File: config.mk
export PLATFORM = sky130hd
export DESIGN_NAME = adcr_ctrl
export DESIGN_NICKNAME = d
export VERILOG_FILES = /design/src/design/adcr_pkg.sv /design/src/design/adcr_ctrl.sv
export VERILOG_INCLUDE_DIRS = /design/src /design/src/design
export SDC_FILE = /design/constraint.sdc
export NUM_CORES = 1
export LEC_CHECK = 0
export ABC_AREA = 1
export ABC_CLOCK_PERIOD_IN_PS = 2200
export BUFFER_PORTS_ARGS = -buffer_cell sky130_fd_sc_hd__buf_2
export CORE_ASPECT_RATIO = 1.5
export CORE_MARGIN = 1
export CORE_UTILIZATION = 50
export CTS_CLUSTER_SIZE = 28
export DETAILED_ROUTE_END_ITERATION = 7
export GPL_ROUTABILITY_DRIVEN = 1
export PLACE_DENSITY = 0.81
export SLEW_MARGIN = 20
export SYNTH_ARGS = -nofsm -noshare
export SYNTH_HDL_FRONTEND = slang
export SYNTH_SLANG_ARGS = --single-unit
File: constraint.sdc
create_clock -name pclk -period 2.2 [get_ports pclk]
set_clock_uncertainty 0.15 [all_clocks]
set_input_delay 0.11 -clock pclk [delete_from_list [all_inputs] [get_ports pclk]]
set_output_delay 0.11 -clock pclk [all_outputs]
set_load 0.05 [all_outputs]
File: src/design/adcr_defs.svh
// register offsets, field positions, reset values and timing counts for the converter control
// assumes inclusion by the control block and its bench; definitions only
`ifndef ADCR_DEFS_SVH
`define ADCR_DEFS_SVH
// byte offsets on the apb slave
`define ADCR_OFF_CSR 12'h000
`define ADCR_OFF_RH 12'h004
`define ADCR_OFF_RL 12'h008
`define ADCR_OFF_CLK 12'h00c
// control/status fields
`define ADCR_CSR_DONE 7
`define ADCR_CSR_IEN 6
`define ADCR_CSR_CONT 5
`define ADCR_CH_HI 4
`define ADCR_CH_LO 0
// clock config fields
`define ADCR_CLK_DIV_HI 7
`define ADCR_CLK_DIV_LO 5
`define ADCR_CLK_SRC 4
`define ADCR_CLK_MODE_HI 3
`define ADCR_CLK_MODE_LO 2
// reset values: channels all ones (converter off), right justified, crystal source
`define ADCR_CSR_RST 8'h1f
`define ADCR_CLK_RST 8'h04
// channel codes
`define ADCR_CH_EXT_MAX 5'h07
`define ADCR_CH_UPPER_REFERENCE 5'h1d
`define ADCR_CH_LOWER_REFERENCE 5'h1e
`define ADCR_CH_OFF 5'h1f
// converter clock cycles per conversion: 16 sampling/approx, the code captured on the 16th tick
`define ADCR_CONV_CYCLES 5'h10
`define ADCR_ZERO8 8'h00
`endif

File: src/design/adcr_pkg.sv
// types for the converter control block
// assumes the defines header is compiled alongside
package adcr_pkg;
	// justification modes, encoded as the two mode bits
	typedef enum logic [1:0] {
		ADCR_TRUNC8 = 2'h0,
		ADCR_RIGHT = 2'h1,
		ADCR_LEFT = 2'h2,
		ADCR_LEFT_SGN = 2'h3
	} adcr_mode_t;
	// conversion sequencer states, one-hot
	typedef enum logic [2:0] {
		ADCR_IDLE = 3'h1,
		ADCR_CONV = 3'h2,
		ADCR_DONE = 3'h4
	} adcr_state_t;
endpackage

File: src/design/adcr_ctrl.sv
// converter control: apb registers, clock divider, sequencer, result formatting
// assumes an external analog core sampling channel and start on the converter tick,
// returning a 10-bit code that is valid when the sequence ends
`timescale 1ns/1ps
`include "adcr_defs.svh"
module adcr_ctrl (
	input wire logic pclk,
	input wire logic presetn,
	input wire logic psel,
	input wire logic penable,
	input wire logic pwrite,
	input wire logic [11:0] paddr,
	input wire logic [31:0] pwdata,
	output logic [31:0] prdata,
	output logic pready,
	output logic pslverr,
	input wire logic crystal_clock,
	input wire logic [9:0] core_result,
	output logic [4:0] core_channel,
	output logic core_start,
	output logic core_tick,
	output logic core_power_off,
	output logic done_irq
);
	// register state
	logic [7:0] csr_r; // enable, continuous, channel (done bit held separately)
	logic [7:0] clk_r; // divider, source, mode
	logic done_r; // completion flag
	logic [7:0] res_hi_r; // formatted high result
	logic [7:0] res_lo_r; // formatted low result
	logic lo_frozen_r; // high read, low pending
	logic [9:0] raw_r; // captured code
	adcr_pkg::adcr_state_t state_r;
	logic [4:0] cnt_r; // converter cycles left
	logic [3:0] div_r; // prescale counter
	logic xtal_d_r; // crystal level of last cycle
	logic tick_r; // one-cycle converter clock tick
	logic pend_r; // conversion requested
	// bus decode
	logic acc, wr, rd;
	logic wr_csr, wr_clk, rd_rh, rd_rl;
	logic addr_ok;
	assign acc = psel & penable;
	assign wr = acc & pwrite;
	assign rd = acc & ~pwrite;
	assign wr_csr = wr & (paddr == `ADCR_OFF_CSR);
	assign wr_clk = wr & (paddr == `ADCR_OFF_CLK);
	assign rd_rh = rd & (paddr == `ADCR_OFF_RH);
	assign rd_rl = rd & (paddr == `ADCR_OFF_RL);
	assign addr_ok = (paddr == `ADCR_OFF_CSR) | (paddr == `ADCR_OFF_RH) |
		(paddr == `ADCR_OFF_RL) | (paddr == `ADCR_OFF_CLK);
	// field views
	logic [4:0] chan;
	logic ien, cont;
	logic [2:0] divsel;
	logic src_bus;
	adcr_pkg::adcr_mode_t mode;
	assign chan = csr_r[`ADCR_CH_HI:`ADCR_CH_LO];
	assign ien = csr_r[`ADCR_CSR_IEN];
	assign cont = csr_r[`ADCR_CSR_CONT];
	assign divsel = clk_r[`ADCR_CLK_DIV_HI:`ADCR_CLK_DIV_LO];
	assign src_bus = clk_r[`ADCR_CLK_SRC];
	assign mode = adcr_pkg::adcr_mode_t'(clk_r[`ADCR_CLK_MODE_HI:`ADCR_CLK_MODE_LO]);
	logic powered;
	assign powered = (chan != `ADCR_CH_OFF);
	// control/status register; done bit position ignored on write
	always_ff @(posedge pclk or negedge presetn) begin
		if (!presetn) begin
			csr_r <= `ADCR_CSR_RST;
		end else if (wr_csr) begin
			csr_r <= {1'b0, pwdata[6:0]};
		end
	end
	// clock config register
	always_ff @(posedge pclk or negedge presetn) begin
		if (!presetn) begin
			clk_r <= `ADCR_CLK_RST;
		end else if (wr_clk) begin
			clk_r <= pwdata[7:0];
		end
	end
	// input clock: bus clock every cycle, or a rising edge of the crystal
	logic src_edge;
	assign src_edge = src_bus ? 1'b1 : (crystal_clock & ~xtal_d_r);
	always_ff @(posedge pclk or negedge presetn) begin
		if (!presetn) begin
			xtal_d_r <= 1'b0;
		end else begin
			xtal_d_r <= crystal_clock;
		end
	end
	// prescaler: ratio minus one chosen by divider select
	logic [3:0] div_max;
	always_comb begin
		div_max = 4'hf;
		if (!divsel[2]) begin
			unique case (divsel[1:0])
				2'h0: div_max = 4'h0;
				2'h1: div_max = 4'h1;
				2'h2: div_max = 4'h3;
				2'h3: div_max = 4'h7;
			endcase
		end
	end
	// tick generator; held still while powered off to save switching
	always_ff @(posedge pclk or negedge presetn) begin
		if (!presetn) begin
			div_r <= 4'h0;
			tick_r <= 1'b0;
		end else if (!powered) begin
			div_r <= 4'h0;
			tick_r <= 1'b0;
		end else if (src_edge) begin
			div_r <= (div_r >= div_max) ? 4'h0 : div_r + 4'h1;
			tick_r <= (div_r >= div_max);
		end else begin
			tick_r <= 1'b0;
		end
	end
	// request latch: a csr write asks for a fresh conversion
	always_ff @(posedge pclk or negedge presetn) begin
		if (!presetn) begin
			pend_r <= 1'b0;
		end else if (wr_csr) begin
			pend_r <= 1'b1;
		end else if (tick_r && state_r == adcr_pkg::ADCR_IDLE) begin
			pend_r <= 1'b0;
		end
	end
	// sequencer; a csr write aborts, the latched request restarts on the next tick
	logic conv_end;
	assign conv_end = (state_r == adcr_pkg::ADCR_DONE);
	always_ff @(posedge pclk or negedge presetn) begin
		if (!presetn) begin
			state_r <= adcr_pkg::ADCR_IDLE;
			cnt_r <= 5'h00;
		end else if (wr_csr || !powered) begin
			state_r <= adcr_pkg::ADCR_IDLE;
			cnt_r <= 5'h00;
		end else begin
			unique case (state_r)
				adcr_pkg::ADCR_IDLE: begin
					// start waits for a tick, giving 16 to 17 converter cycles overall
					if (tick_r && pend_r) begin
						state_r <= adcr_pkg::ADCR_CONV;
						cnt_r <= `ADCR_CONV_CYCLES;
					end
				end
				adcr_pkg::ADCR_CONV: begin
					if (tick_r) begin
						cnt_r <= cnt_r - 5'h01;
						if (cnt_r == 5'h01) begin
							state_r <= adcr_pkg::ADCR_DONE;
						end
					end
				end
				adcr_pkg::ADCR_DONE: begin
					// continuous mode rearms straight away
					state_r <= cont ? adcr_pkg::ADCR_CONV : adcr_pkg::ADCR_IDLE;
					cnt_r <= cont ? `ADCR_CONV_CYCLES : 5'h00;
				end
			endcase
		end
	end
	// core handshake, registered on the bus clock every cycle
	always_ff @(posedge pclk or negedge presetn) begin
		if (!presetn) begin
			core_channel <= `ADCR_CH_OFF;
			core_start <= 1'b0;
			core_tick <= 1'b0;
			core_power_off <= 1'b1;
		end else begin
			// codes 0-7 external, 1d/1e references; others pass, result undefined
			core_channel <= chan;
			// continuous mode needs its own strobe, or the core would never sample again
			core_start <= !wr_csr && powered &&
				((tick_r && pend_r && state_r == adcr_pkg::ADCR_IDLE) || (conv_end && cont));
			core_tick <= tick_r;
			core_power_off <= !powered;
		end
	end
	// raw capture at completion
	always_ff @(posedge pclk or negedge presetn) begin
		if (!presetn) begin
			raw_r <= 10'h000;
		end else if (state_r == adcr_pkg::ADCR_CONV && tick_r && cnt_r == 5'h01) begin
			raw_r <= core_result;
		end
	end
	// formatting of the captured code
	logic [7:0] fmt_hi, fmt_lo;
	always_comb begin
		fmt_hi = `ADCR_ZERO8;
		fmt_lo = `ADCR_ZERO8;
		unique case (mode)
			adcr_pkg::ADCR_TRUNC8: begin
				fmt_lo = raw_r[9:2];
			end
			adcr_pkg::ADCR_RIGHT: begin
				fmt_hi = {6'h00, raw_r[9:8]};
				fmt_lo = raw_r[7:0];
			end
			adcr_pkg::ADCR_LEFT: begin
				fmt_hi = raw_r[9:2];
				fmt_lo = {raw_r[1:0], 6'h00};
			end
			adcr_pkg::ADCR_LEFT_SGN: begin
				fmt_hi = {~raw_r[9], raw_r[8:2]};
				fmt_lo = {raw_r[1:0], 6'h00};
			end
		endcase
	end
	// interlock: in ten-bit modes a high read freezes low until low is read
	logic ten_bit;
	assign ten_bit = (mode != adcr_pkg::ADCR_TRUNC8);
	always_ff @(posedge pclk or negedge presetn) begin
		if (!presetn) begin
			lo_frozen_r <= 1'b0;
		end else if (rd_rl || !ten_bit) begin
			lo_frozen_r <= 1'b0;
		end else if (rd_rh) begin
			lo_frozen_r <= 1'b1;
		end
	end
	// result update; results during an open interlock are dropped
	always_ff @(posedge pclk or negedge presetn) begin
		if (!presetn) begin
			res_hi_r <= `ADCR_ZERO8;
			res_lo_r <= `ADCR_ZERO8;
		end else if (conv_end && !(lo_frozen_r && ten_bit)) begin
			res_hi_r <= fmt_hi;
			res_lo_r <= fmt_lo;
		end
	end
	// done flag; set wins over a same-cycle read
	always_ff @(posedge pclk or negedge presetn) begin
		if (!presetn) begin
			done_r <= 1'b0;
		end else if (ien) begin
			done_r <= 1'b0;
		end else if (conv_end) begin
			done_r <= 1'b1;
		end else if (rd_rh || rd_rl) begin
			done_r <= 1'b0;
		end
	end
	// interrupt request; end of conversion wins over a same-cycle clear
	always_ff @(posedge pclk or negedge presetn) begin
		if (!presetn) begin
			done_irq <= 1'b0;
		end else if (!ien) begin
			done_irq <= 1'b0;
		end else if (conv_end) begin
			done_irq <= 1'b1;
		end else if (rd_rh || rd_rl || wr_csr) begin
			done_irq <= 1'b0;
		end
	end
	// read mux, registered on the setup cycle so the access phase has one wait-free answer
	always_ff @(posedge pclk or negedge presetn) begin
		if (!presetn) begin
			prdata <= 32'h00000000;
			pready <= 1'b0;
			pslverr <= 1'b0;
		end else begin
			pready <= psel & ~penable;
			pslverr <= psel & ~penable & ~addr_ok;
			prdata <= 32'h00000000;
			if (psel && !penable && !pwrite) begin
				unique case (paddr)
					`ADCR_OFF_CSR: prdata <= {24'h000000, done_r & ~ien, csr_r[6:0]};
					`ADCR_OFF_RH: prdata <= {24'h000000, res_hi_r};
					`ADCR_OFF_RL: prdata <= {24'h000000, res_lo_r};
					`ADCR_OFF_CLK: prdata <= {24'h000000, clk_r};
					default: prdata <= 32'h00000000;
				endcase
			end
		end
	end
	// checks
	a_irq_done_excl: assert property (@(posedge pclk) disable iff (!presetn)
		!(done_irq && done_r)) else $error("done flag and irq both set");
	a_done_sets: assert property (@(posedge pclk) disable iff (!presetn)
		conv_end && !ien |=> done_r) else $error("done flag not set");
	a_irq_sets: assert property (@(posedge pclk) disable iff (!presetn)
		conv_end && ien |=> done_irq) else $error("irq not raised");
	a_irq_drops: assert property (@(posedge pclk) disable iff (!presetn)
		wr_csr && !conv_end |=> !done_irq) else $error("irq not dropped");
	a_freeze_low: assert property (@(posedge pclk) disable iff (!presetn)
		lo_frozen_r && ten_bit && !rd_rl |=> $stable(res_lo_r)) else $error("low moved");
	a_abort_idle: assert property (@(posedge pclk) disable iff (!presetn)
		wr_csr |=> state_r == adcr_pkg::ADCR_IDLE) else $error("no abort");
	a_off_power: assert property (@(posedge pclk) disable iff (!presetn)
		chan == `ADCR_CH_OFF |=> core_power_off && !tick_r) else $error("not off");
	a_trunc_high: assert property (@(posedge pclk) disable iff (!presetn)
		conv_end && mode == adcr_pkg::ADCR_TRUNC8 |=> res_hi_r == `ADCR_ZERO8)
		else $error("high not zero");
	a_single_stop: assert property (@(posedge pclk) disable iff (!presetn)
		conv_end && !cont && !wr_csr |=> state_r == adcr_pkg::ADCR_IDLE)
		else $error("single mode repeated");
	// flag masking, sequencing, capture and formatting
	// the capture check ties the registered code to the core output one edge earlier
	a_ien_masks: assert property (@(posedge pclk) disable iff (!presetn)
		ien |=> !done_r) else $error("done flag set with irq enabled");
	a_cont_restart: assert property (@(posedge pclk) disable iff (!presetn)
		conv_end && cont && powered && !wr_csr
		|=> core_start && state_r == adcr_pkg::ADCR_CONV) else $error("no continuous restart");
	a_off_idle: assert property (@(posedge pclk) disable iff (!presetn)
		!powered |=> state_r == adcr_pkg::ADCR_IDLE) else $error("conversion while off");
	a_raw_capture: assert property (@(posedge pclk) disable iff (!presetn)
		state_r == adcr_pkg::ADCR_CONV && tick_r && cnt_r == 5'h01
		|=> raw_r == $past(core_result)) else $error("result not captured");
	a_right_high: assert property (@(posedge pclk) disable iff (!presetn)
		conv_end && mode == adcr_pkg::ADCR_RIGHT && !lo_frozen_r |=> res_hi_r[7:2] == 6'h00)
		else $error("right high not clear");
	a_start_fresh: assert property (@(posedge pclk) disable iff (!presetn)
		wr_csr |=> pend_r) else $error("write did not request a conversion");
endmodule

---- Word level (Yosys, flattened, before mapping) ----
Index checks and enable logic that the tools add are counted.
word-level totals
  bits in registers ....................... 101
  bits of input ports ..................... 60
  output and inout port bits .............. 43
  logic and storage cells ................. 129
operators by class
  $add $sub $neg .......................... 2
  order comparisons ....................... 1
  equality and inequality tests ........... 19
  multiplexer cells ....................... 33
  bitwise gates (word level) .............. 20
  reductions and logical operators ........ 33
operators with widths
  operator               count
  $pmux W8 S3            2
  $pmux W8 S4            1
  $eq A12 B4 Y1 const B  2
  $mux W5                4
  $mux W4                4
  $pmux W4 S4            1
  $pmux W5 S3            1
  $mux W1                13
  $eq A12 B3 Y1 const B  1
  $logic_and A1 B1 Y1    12
  $logic_not A12 Y1      1
  $mux W3                4
  $and A1 B1 Y1          11
  $pmux W3 S3            1
  $eq A2 B2 Y1 const B   4
  $mux W8                1
  $logic_not A1 Y1       6
  $ne A3 B1 Y1 const B   2
  $ne A3 B3 Y1 const B   2
  $not A1 Y1             6
  $reduce_bool A2 Y1     3
  $eq A5 B1 Y1 const B   1
  $logic_or A1 B1 Y1     5
  $ne A5 B5 Y1 const B   1
  other kinds (15)       19

---- Longest topological paths before layout ----
Gate-level depths: netlist of run 1.
  depth in word-level cells ............... 8
  depth in mapped cells ................... 9
  mapped depth without buffers ............ 9

---- Worst setup path after synthesis of run 1 ----
OpenSTA, ideal clock, no wires.
  path kind ............................... register to register
  from .................................... reg clk_r[6]
  to ...................................... reg div_r[0]
  setup time .............................. 0.083 ns
  arrival time ............................ 1.309 ns
  data required time ...................... 1.967 ns
  setup slack ............................. 0.658 ns
  stages on the path, launching flop included .. 8
  buffers on the path ..................... 0
  clock period less this slack ............ 1.542 ns
  path through ............................ dfrtp_1 -> nor2_1 -> ha_1 -> inv_1 -> nor2_1 -> o211ai_1 -> nand4_1 -> o21ai_0
between the ends
  cells in the longest elaborated chain, start to end .. 7
  elaborated cells on any way between the ends .. 10
  those cells by class .................... order compare (1); eq/ne (3); mux (5); reduce/logical (1)
ends and longest elaborated chain
  item                                        line              source
  start: declaration                          adcr_ctrl.sv:27   logic [7:0] clk_r;
  start signal: assignment                    adcr_ctrl.sv:77   clk_r <= `ADCR_CLK_RST;
  start signal: assignment                    adcr_ctrl.sv:79   clk_r <= pwdata[7:0];
  $eq A2 B2 Y1, or another cell as far along  adcr_ctrl.sv:97   unique case (divsel[1:0])
  $pmux W4 S4 (*)                             adcr_ctrl.sv:97
  $mux W4 (*)                                 adcr_ctrl.sv:96   if (!divsel[2]) begin
  $ge A4 B4 Y1 (*)                            adcr_ctrl.sv:114  div_r <= (div_r >= div_max) ? 4'h0 : div_r + 4'h1;
  $mux W4 (*)                                 adcr_ctrl.sv:114
  $mux W4 (*)                                 adcr_ctrl.sv:113  end else if (src_edge) begin
  $mux W4 (*)                                 adcr_ctrl.sv:110  end else if (!powered) begin
  end signal: assignment                      adcr_ctrl.sv:114
  end: declaration                            adcr_ctrl.sv:35   logic [3:0] div_r;
Mark *: on every way between the ends. The rest lies on a longest branch, timed or not. The select of a mux whose other input is x is not followed.
A chain may end at the register's enable or synchronous reset.

---- Worst setup path after layout of run 1 ----
  from .................................... in paddr[0]
  to ...................................... reg pslverr
between the ends
  cells in the longest elaborated chain, start to end .. 6
  elaborated cells on any way between the ends .. 9
  those cells by class .................... eq/ne (3); bitwise (5); reduce/logical (1)
ends and longest elaborated chain
  item                                                line              source
  start: declaration                                  adcr_ctrl.sv:12   input wire logic [11:0] paddr,
  $eq A12 B3 Y1 or $logic_not A12 Y1 (tied branches)  --
  $or A1 B1 Y1 (2 in series)                          adcr_ctrl.sv:50   assign addr_ok = (paddr == `ADCR_OFF_CSR) | (paddr == `ADCR_OFF_RH) |
  $or A1 B1 Y1 (*)                                    adcr_ctrl.sv:50
  $not A1 Y1 (*)                                      adcr_ctrl.sv:267  pslverr <= psel & ~penable & ~addr_ok;
  $and A1 B1 Y1 (*)                                   adcr_ctrl.sv:267
  end signal: assignment                              adcr_ctrl.sv:267
  end: declaration                                    adcr_ctrl.sv:16   output logic pslverr,
Mark *: on every way between the ends. The rest lies on a longest branch, timed or not.

==> results.py, run 1 <==
metrics = {
    "run_status": {
        "status": "completed",
    },
    "global_route": {
        "antenna_found_initial": 0,
        "grt.total_usage_pct": 23.60,
        "grt_first_pass_wirelength_microns": 14800,
        "grt_max_degree": 46,
        "grt_pass1_vias": 3279,
        "grt_overflow": 0,
    },
    "placed_design": {
        "place_area_sq_um": 4238,
        "gp_congestion": 0.8906,
        "dp_hpwl_microns": 6238,
        "io_buffers": 54,
        "pre_cts_ws_ns": 0.3811,
    },
    "job": {
        "drv_cap": 0,
    },
    "pwr": {
        "p_leak_uw": 0.002437,
        "irDropWorstVdd_mv": 0.5774,
        "p_per_area_nw_per_um2": 854.4,
    },
    "worst_setup_path": {
        "reg2reg_to": "cnt_r[3]",
        "path_delay_family": "buffers and inverters",
        "cp_slowest_stage_delay_ns": 0.60,
        "required_ns": 2.26,
        "cpMostUsedCell": "dlygate4sd3_1",
        "crit_path_top_delay_cell": "dlygate4sd3_1",
        "rrSetupSlack_ns": 0.35,
        "startpoint_type": "input port",
        "rr_worst_depth": 7,
        "path_cells": "dlygate4sd3_1 -> buf_2 -> nor2_4 -> dlygate4sd3_1 -> a21boi_0 -> dlygate4sd3_1",
        "cp.arrival_ns": 2.21,
        "critPathMaxFanout": 5,
        "worst-setup-path-type": "in2reg",
        "r2r-start": "csr_r[3]",
        "endpoint_kind": "flip-flop",
        "cp_num_buf_inv": 4,
    },
    "route": {
        "drc": 0,
        "ant_nets": 0,
        "met3_length_microns": 327,
        "met2_wirelength_microns": 5007,
        "dr.pass1.iters": 4,
        "vias": 3360,
        "drt-met1-wl_microns": 3352,
        "detail_route.wl_per_cell_microns": 13.71,
        "viasPerCell": 5.114,
        "first_iter_violations": 202,
        "totalWireLength_microns": 9006,
        "top_layer": "met4",
    },
    "synth": {
        "avgSynthCellArea_sq_um": 8.508,
        "synth_top_family_by_area": "simple AND/OR/NAND/NOR gates",
        "synth_top_area_share_pct": 40.57,
        "seq_area_frac_synth_pct": 49.22,
        "synthXorXnorAreaFrac_pct": 1.109,
        "synth-seq-cells": 77,
        "netlist_area_sq_um": 3948,
        "muxShareOfSynthArea_pct": 0,
        "synth_compound_area_share_pct": 9.762,
        "synthSimpleGateAreaFrac_pct": 25.67,
        "synthAdderAreaFrac_pct": 2.219,
        "yosysTopAreaCell": "dfrtp_1",
        "yosys_warnings": 0,
        "yosysUniqueCellTypes": 35,
        "syn-instance-count": 464,
        "synthTopCellsByArea": "dfrtp_1 41%, dfstp_2 8.7%, nand2_1 7.3%",
    },
    "die": {
        "die_area_sq_um": 8262,
        "die_x_microns": 74.55,
        "die_h_microns": 110.8,
        "initial_core_util_pct": 51.86,
        "fp.coreArea_sq_um": 7612,
        "rows": 39,
        "ios": 103,
    },
    "clock_tree": {
        "clkSlewWorstSetupHoldPaths_ns": 0.06,
        "clockBufferDepth": 2,
        "cts_sinks": 77,
        "root_buffer": "clkbuf_16",
        "h-tree-depth": 3,
        "tritoncts": "built",
        "insertion_delay_ns": 0.33,
        "cts_buffers": 9,
    },
    "timing": {
        "hold_violations": 0,
        "setup_slack_ns": 0.04673,
        "period_share_pct": 97.88,
        "setup_tns_ns": 0,
        "slew_headroom_pct": 62.96,
        "rsz0062_at_grt": "false",
        "fmax_ghz": 0.4644,
        "worstMarginPinSlew_ns": 0.5555,
        "min_period_ns": 2.153,
        "setup_viol": 0,
        "final_max_slew_viol_count": 0,
        "whs_ns": 0.03506,
    },
    "cells_and_area": {
        "layout_common_cells": "77 x nand2_1, 64 x dfrtp_1, 61 x nor2_1",
        "diodes": 0,
        "final_common_cell": "nand2_1",
        "nFillCells": 650,
        "final_area_sq_um": 4786,
        "drive_above_1_share_pct": 21.26,
        "nNetsFinal": 617,
        "final-seq-area_sq_um": 1943,
        "area_growth_pct": 21.24,
        "multi_input_area_sq_um": 1620,
    },
    "hold_path": {
        "hold_class": "in2async",
    },
}
## synthesized netlist by cell type
master     n
nor2_8     2
dfstp_2   13
a21boi_0   1
buf_4     24
nand2_1   77
nor3_1     1
inv_1     55
nor2_1    61
ha_1       7
xor2_1     2
conb_1     1
nor2_2     1
buf_6      2
nor2_4     1
xnor2_1    3
nand2_2    7
o21ai_2    8
nand4_4    1
nand2_4    1
o21ai_0   20
o31ai_1    4
buf_2      5
nand4_1   15
inv_2      4
a21oi_4    1
o22ai_1    9
nand3_1   46
o211ai_1   2
nand3_2    2
inv_4      1
dfrtp_1   64
nor4_2     1
clkbuf_1   3
a21oi_1   18
clkinv_1   1
## kinds of logic (layout without fill, tap and decap cells)
kind of cell / count (synthesis) / in the layout
AO/OA/AOI/OAI: 63 / 63
XOR/XNOR: 5 / 5
adder cells (fa/ha/maj): 7 / 7
buffers and inverters: 95 / 163
flip-flops: 77 / 77
other: 1 / 24
AND/OR/NAND/NOR: 216 / 216
## worst register-to-register path, delay by kind of cell, from the launching register on
kind | cells | cell delay, ns
DFF | 1 | 0.57
buffers and inverters | 1 | 0.15
and+or+nand+nor | 6 | 0.88
## state kept, by name, summed over array words and instances, names as in the netlist, 3 cells and up
signal        count
raw_r            10
clk_r             8
prdata            8
res_hi_r          8
res_lo_r          8
csr_r             7
cnt_r             5
core_channel      5
div_r             4
state_r           3
## report_power, final
group	total (uW)	switching (uW)	internal, uW	leakage [uW]
Clock	1400	565	830	0.000137
Sequential	1780	133	1650	0.000976
Combinational	910	584	326	0.00132
## metal layers
metal | GRT usage, % | vias to the layer above
met4 | 10.94 | 0
met5 | 0 | -
met3 | 4.364 | 28
li1 | - | 1636
met1 | 25.91 | 1602
met2 | 42.10 | 94
## final cells by class
cell class                      count  area share [%]
Multi-Input combinational cell    315           33.86
Sequential cell                    77           40.60
Clock buffer                       11           5.307
Tap cell                          102           2.667
Timing Repair Buffer               86           12.03
Inverter                           61           4.837
Clock inverter                      5          0.7059
## per-stage QoR
stage                     cells  utilization, %  power [uW]
after floorplan             487               -        2471
after global placement      615           55.67        2613
after detailed placement    615           55.67        2658
after CTS                   657           62.87        4098
after global routing        657           62.87        4299
final                       657           62.87        4089
## how the worst max path moves through the flow
stage | to | slack (ns) | cells after the start | from
2_1_floorplan | div_r[0] | 0.66 | 7 | clk_r[6]
3_3_place_gp | cnt_r[4] | 0.44 | 7 | csr_r[1]
3_5_place_dp | cnt_r[2] | 0.38 | 7 | csr_r[4]
4_1_cts | pslverr | 0.13 | 6 | paddr[0]
5_1_grt | pslverr | 0.03 | 6 | paddr[0]
6_report | pslverr | 0.05 | 6 | paddr[0]
## timing repair
action / in CTS / in global routing
hold buffers: 26 / 0
setup buffers: 0 / 0
setup endpoints to repair: 0 / 0
gates resized for setup: 0 / 0
endpoints found under the hold margin: 101 / 0
Note: power is estimated with default switching activity, not from simulation.
==> run 2: changes to the inputs <==
CORE_UTILIZATION = 45   (was 50)
PLACE_DENSITY = 0.75   (was 0.81)
==> run 2 against run 1 <==
Sequential power about the same; clock power increased by 20%; non-clock buffer count decreased by 3; combinational power decreased by 3.2%; routed wire length decreased by 8.2%; clock-buffer cell count increased by 1; critical endpoint is now clk_r[1]; largest cell class unchanged; highest routed layer unchanged.
==> results.py, run 2 (synthesis results as in run 1) <==
metrics = {
    "cells_and_area": {
        "final_common_cell": "nand2_1",
        "area_growth_pct": 22.19,
        "drive_above_1_share_pct": 20.83,
        "diodes": 0,
        "nNetsFinal": 614,
        "largest-register": "raw_r",
        "final_area_sq_um": 4823,
        "final_core_util_pct": 56.98,
        "layout_common_cells": "77 x nand2_1, 64 x dfrtp_1, 61 x nor2_1",
        "largest_reg_flops": 10,
        "nFillCells": 772,
        "stdcell_count": 659,
    },
    "clock_tree": {
        "ctsResizeCount": 0,
        "cts_buffers": 9,
        "tritoncts": "built",
        "cts_sinks": 77,
        "clkSlewWorstSetupHoldPaths_ns": 0.05,
        "h-tree-depth": 3,
        "root_buffer": "clkbuf_16",
        "insertion_delay_ns": 0.33,
        "clockBufferDepth": 2,
    },
    "timing": {
        "slew_headroom_pct": 39.01,
        "setup_tns_ns": 0,
        "setup_viol": 0,
        "fmax_ghz": 0.5129,
        "rsz0062_at_grt": "false",
        "final_max_slew_viol_count": 0,
        "hold_violations": 0,
        "worstMarginPinSlew_ns": 0.9148,
        "period_share_pct": 88.62,
        "min_period_ns": 1.950,
    },
    "placed_design": {
        "gp_congestion": 0.8347,
        "io_buffers": 54,
        "dp_cells": 618,
        "dp_hpwl_microns": 5997,
        "place_area_sq_um": 4232,
    },
    "worst_setup_path": {
        "startpoint_type": "input port",
        "worst-setup-path-type": "in2reg",
        "path_cells": "dlygate4sd3_1 -> buf_2 -> nor2_4 -> inv_4 -> nor4_2 -> nand3_2 -> nand2_1 -> o21ai_2",
        "cp.arrival_ns": 2.00,
        "crit_path_top_delay_cell": "dlygate4sd3_1",
        "cp_slowest_stage_delay_ns": 0.54,
        "critPathMaxFanout": 16,
        "endpoint_kind": "flip-flop",
        "required_ns": 2.25,
    },
    "pwr": {
        "total_power_uw": 4350,
        "irDropWorstVdd_mv": 0.6160,
        "p_per_area_nw_per_um2": 901.9,
        "p_leak_uw": 0.002452,
    },
    "route": {
        "viasPerCell": 4.898,
        "first_iter_violations": 170,
        "drc": 0,
        "ant_nets": 0,
        "detail_route.wl_per_cell_microns": 12.55,
        "vias": 3228,
        "dr.pass1.iters": 4,
        "totalWireLength_microns": 8268,
    },
    "global_route": {
        "grt_max_degree": 78,
        "grt_pass1_vias": 3050,
        "grt_first_pass_wirelength_microns": 13580,
        "grt.total_usage_pct": 19.52,
        "grt_overflow": 0,
        "antenna_found_initial": 0,
    },
    "run_status": {
        "status": "completed",
    },
    "die": {
        "initial_core_util_pct": 46.64,
        "die_x_microns": 78.48,
        "die_h_microns": 116.7,
        "die_area_sq_um": 9159,
        "rows": 41,
        "fp.coreArea_sq_um": 8464,
        "ios": 103,
    },
    "hold_path": {
        "hold_class": "in2reg",
    },
    "job": {
        "drv_cap": 0,
    },
}
## run 2: cell count changes in the layout (fill, tap and decap cells not counted), sizes merged
cell	before	now
clkinvlp	2	0
buf	60	58
clkbuf	11	12
clkinv	4	2
dlygate4sd3	26	25
bufinv	0	3
## run 2: routing by layer
| metal | global-route usage [%] | vias up | wire length (microns) |
|---|---|---|---|
| met5 | 0 | - | 0 |
| met1 | 20.73 | 1494 | 3206 |
| met2 | 35.20 | 88 | 4405 |
| li1 | - | 1621 | - |
| met4 | 10.99 | 0 | 306 |
| met3 | 4.844 | 25 | 351 |
## run 2: repair_timing
action / in CTS / in global routing
setup buffers: 0 / 0
endpoints found under the hold margin: 93 / 0
hold buffers: 25 / 0
## run 2: final cells by class
cell class | count | area [sq um] | share of cell area [%]
Sequential cell | 77 | 1943 | 40.29
Multi-Input combinational cell | 315 | 1620 | 33.59
Timing Repair Buffer | 83 | 553.0 | 11.47
Clock buffer | 12 | 246.5 | 5.110
Inverter | 61 | 231.5 | 4.799
Tap cell | 107 | 133.9 | 2.776
Clock inverter | 4 | 95.09 | 1.971
## run 2: per-stage QoR
stage	worst slack, ns	hold slack (ns)
final	0.2503	0.07307
after detailed placement	0.4176	0.09493
after global routing	0.1538	0.09980
after global placement	0.4510	0.09765
after floorplan	0.6579	-0.3356
after CTS	0.3084	0.05444
## run 2: worst paths after layout
kind | startpoint | end | slack [ns] | cells past startpoint
hold / removal | psel | lo_frozen_r | 0.07 | 5
hold reg to reg | csr_r[0] | core_channel[0] | 0.24 | 0
setup reg to reg | csr_r[1] | cnt_r[2] | 0.40 | 7
setup / recovery | paddr[0] | clk_r[1] | 0.25 | 8
max in group asynchronous | presetn | raw_r[0] | 1.00 | 2
min in group asynchronous | presetn | xtal_d_r | 0.33 | 2
## run 2: worst max-delay path: cells and delay by family
family	cells	cell delay (ns)
buffers and inverters	3	0.76
AOI/OAI and AO/OA	1	0.09
and+or+nand+nor	4	1.03
## run 2: where the power goes
group / switching, uW / total, uW / internal (uW) / leakage (uW)
clock: 541 / 1680 / 1140 / 0.000167
sequential: 140 / 1790 / 1650 / 0.000976
combinational: 559 / 881 / 322 / 0.00131
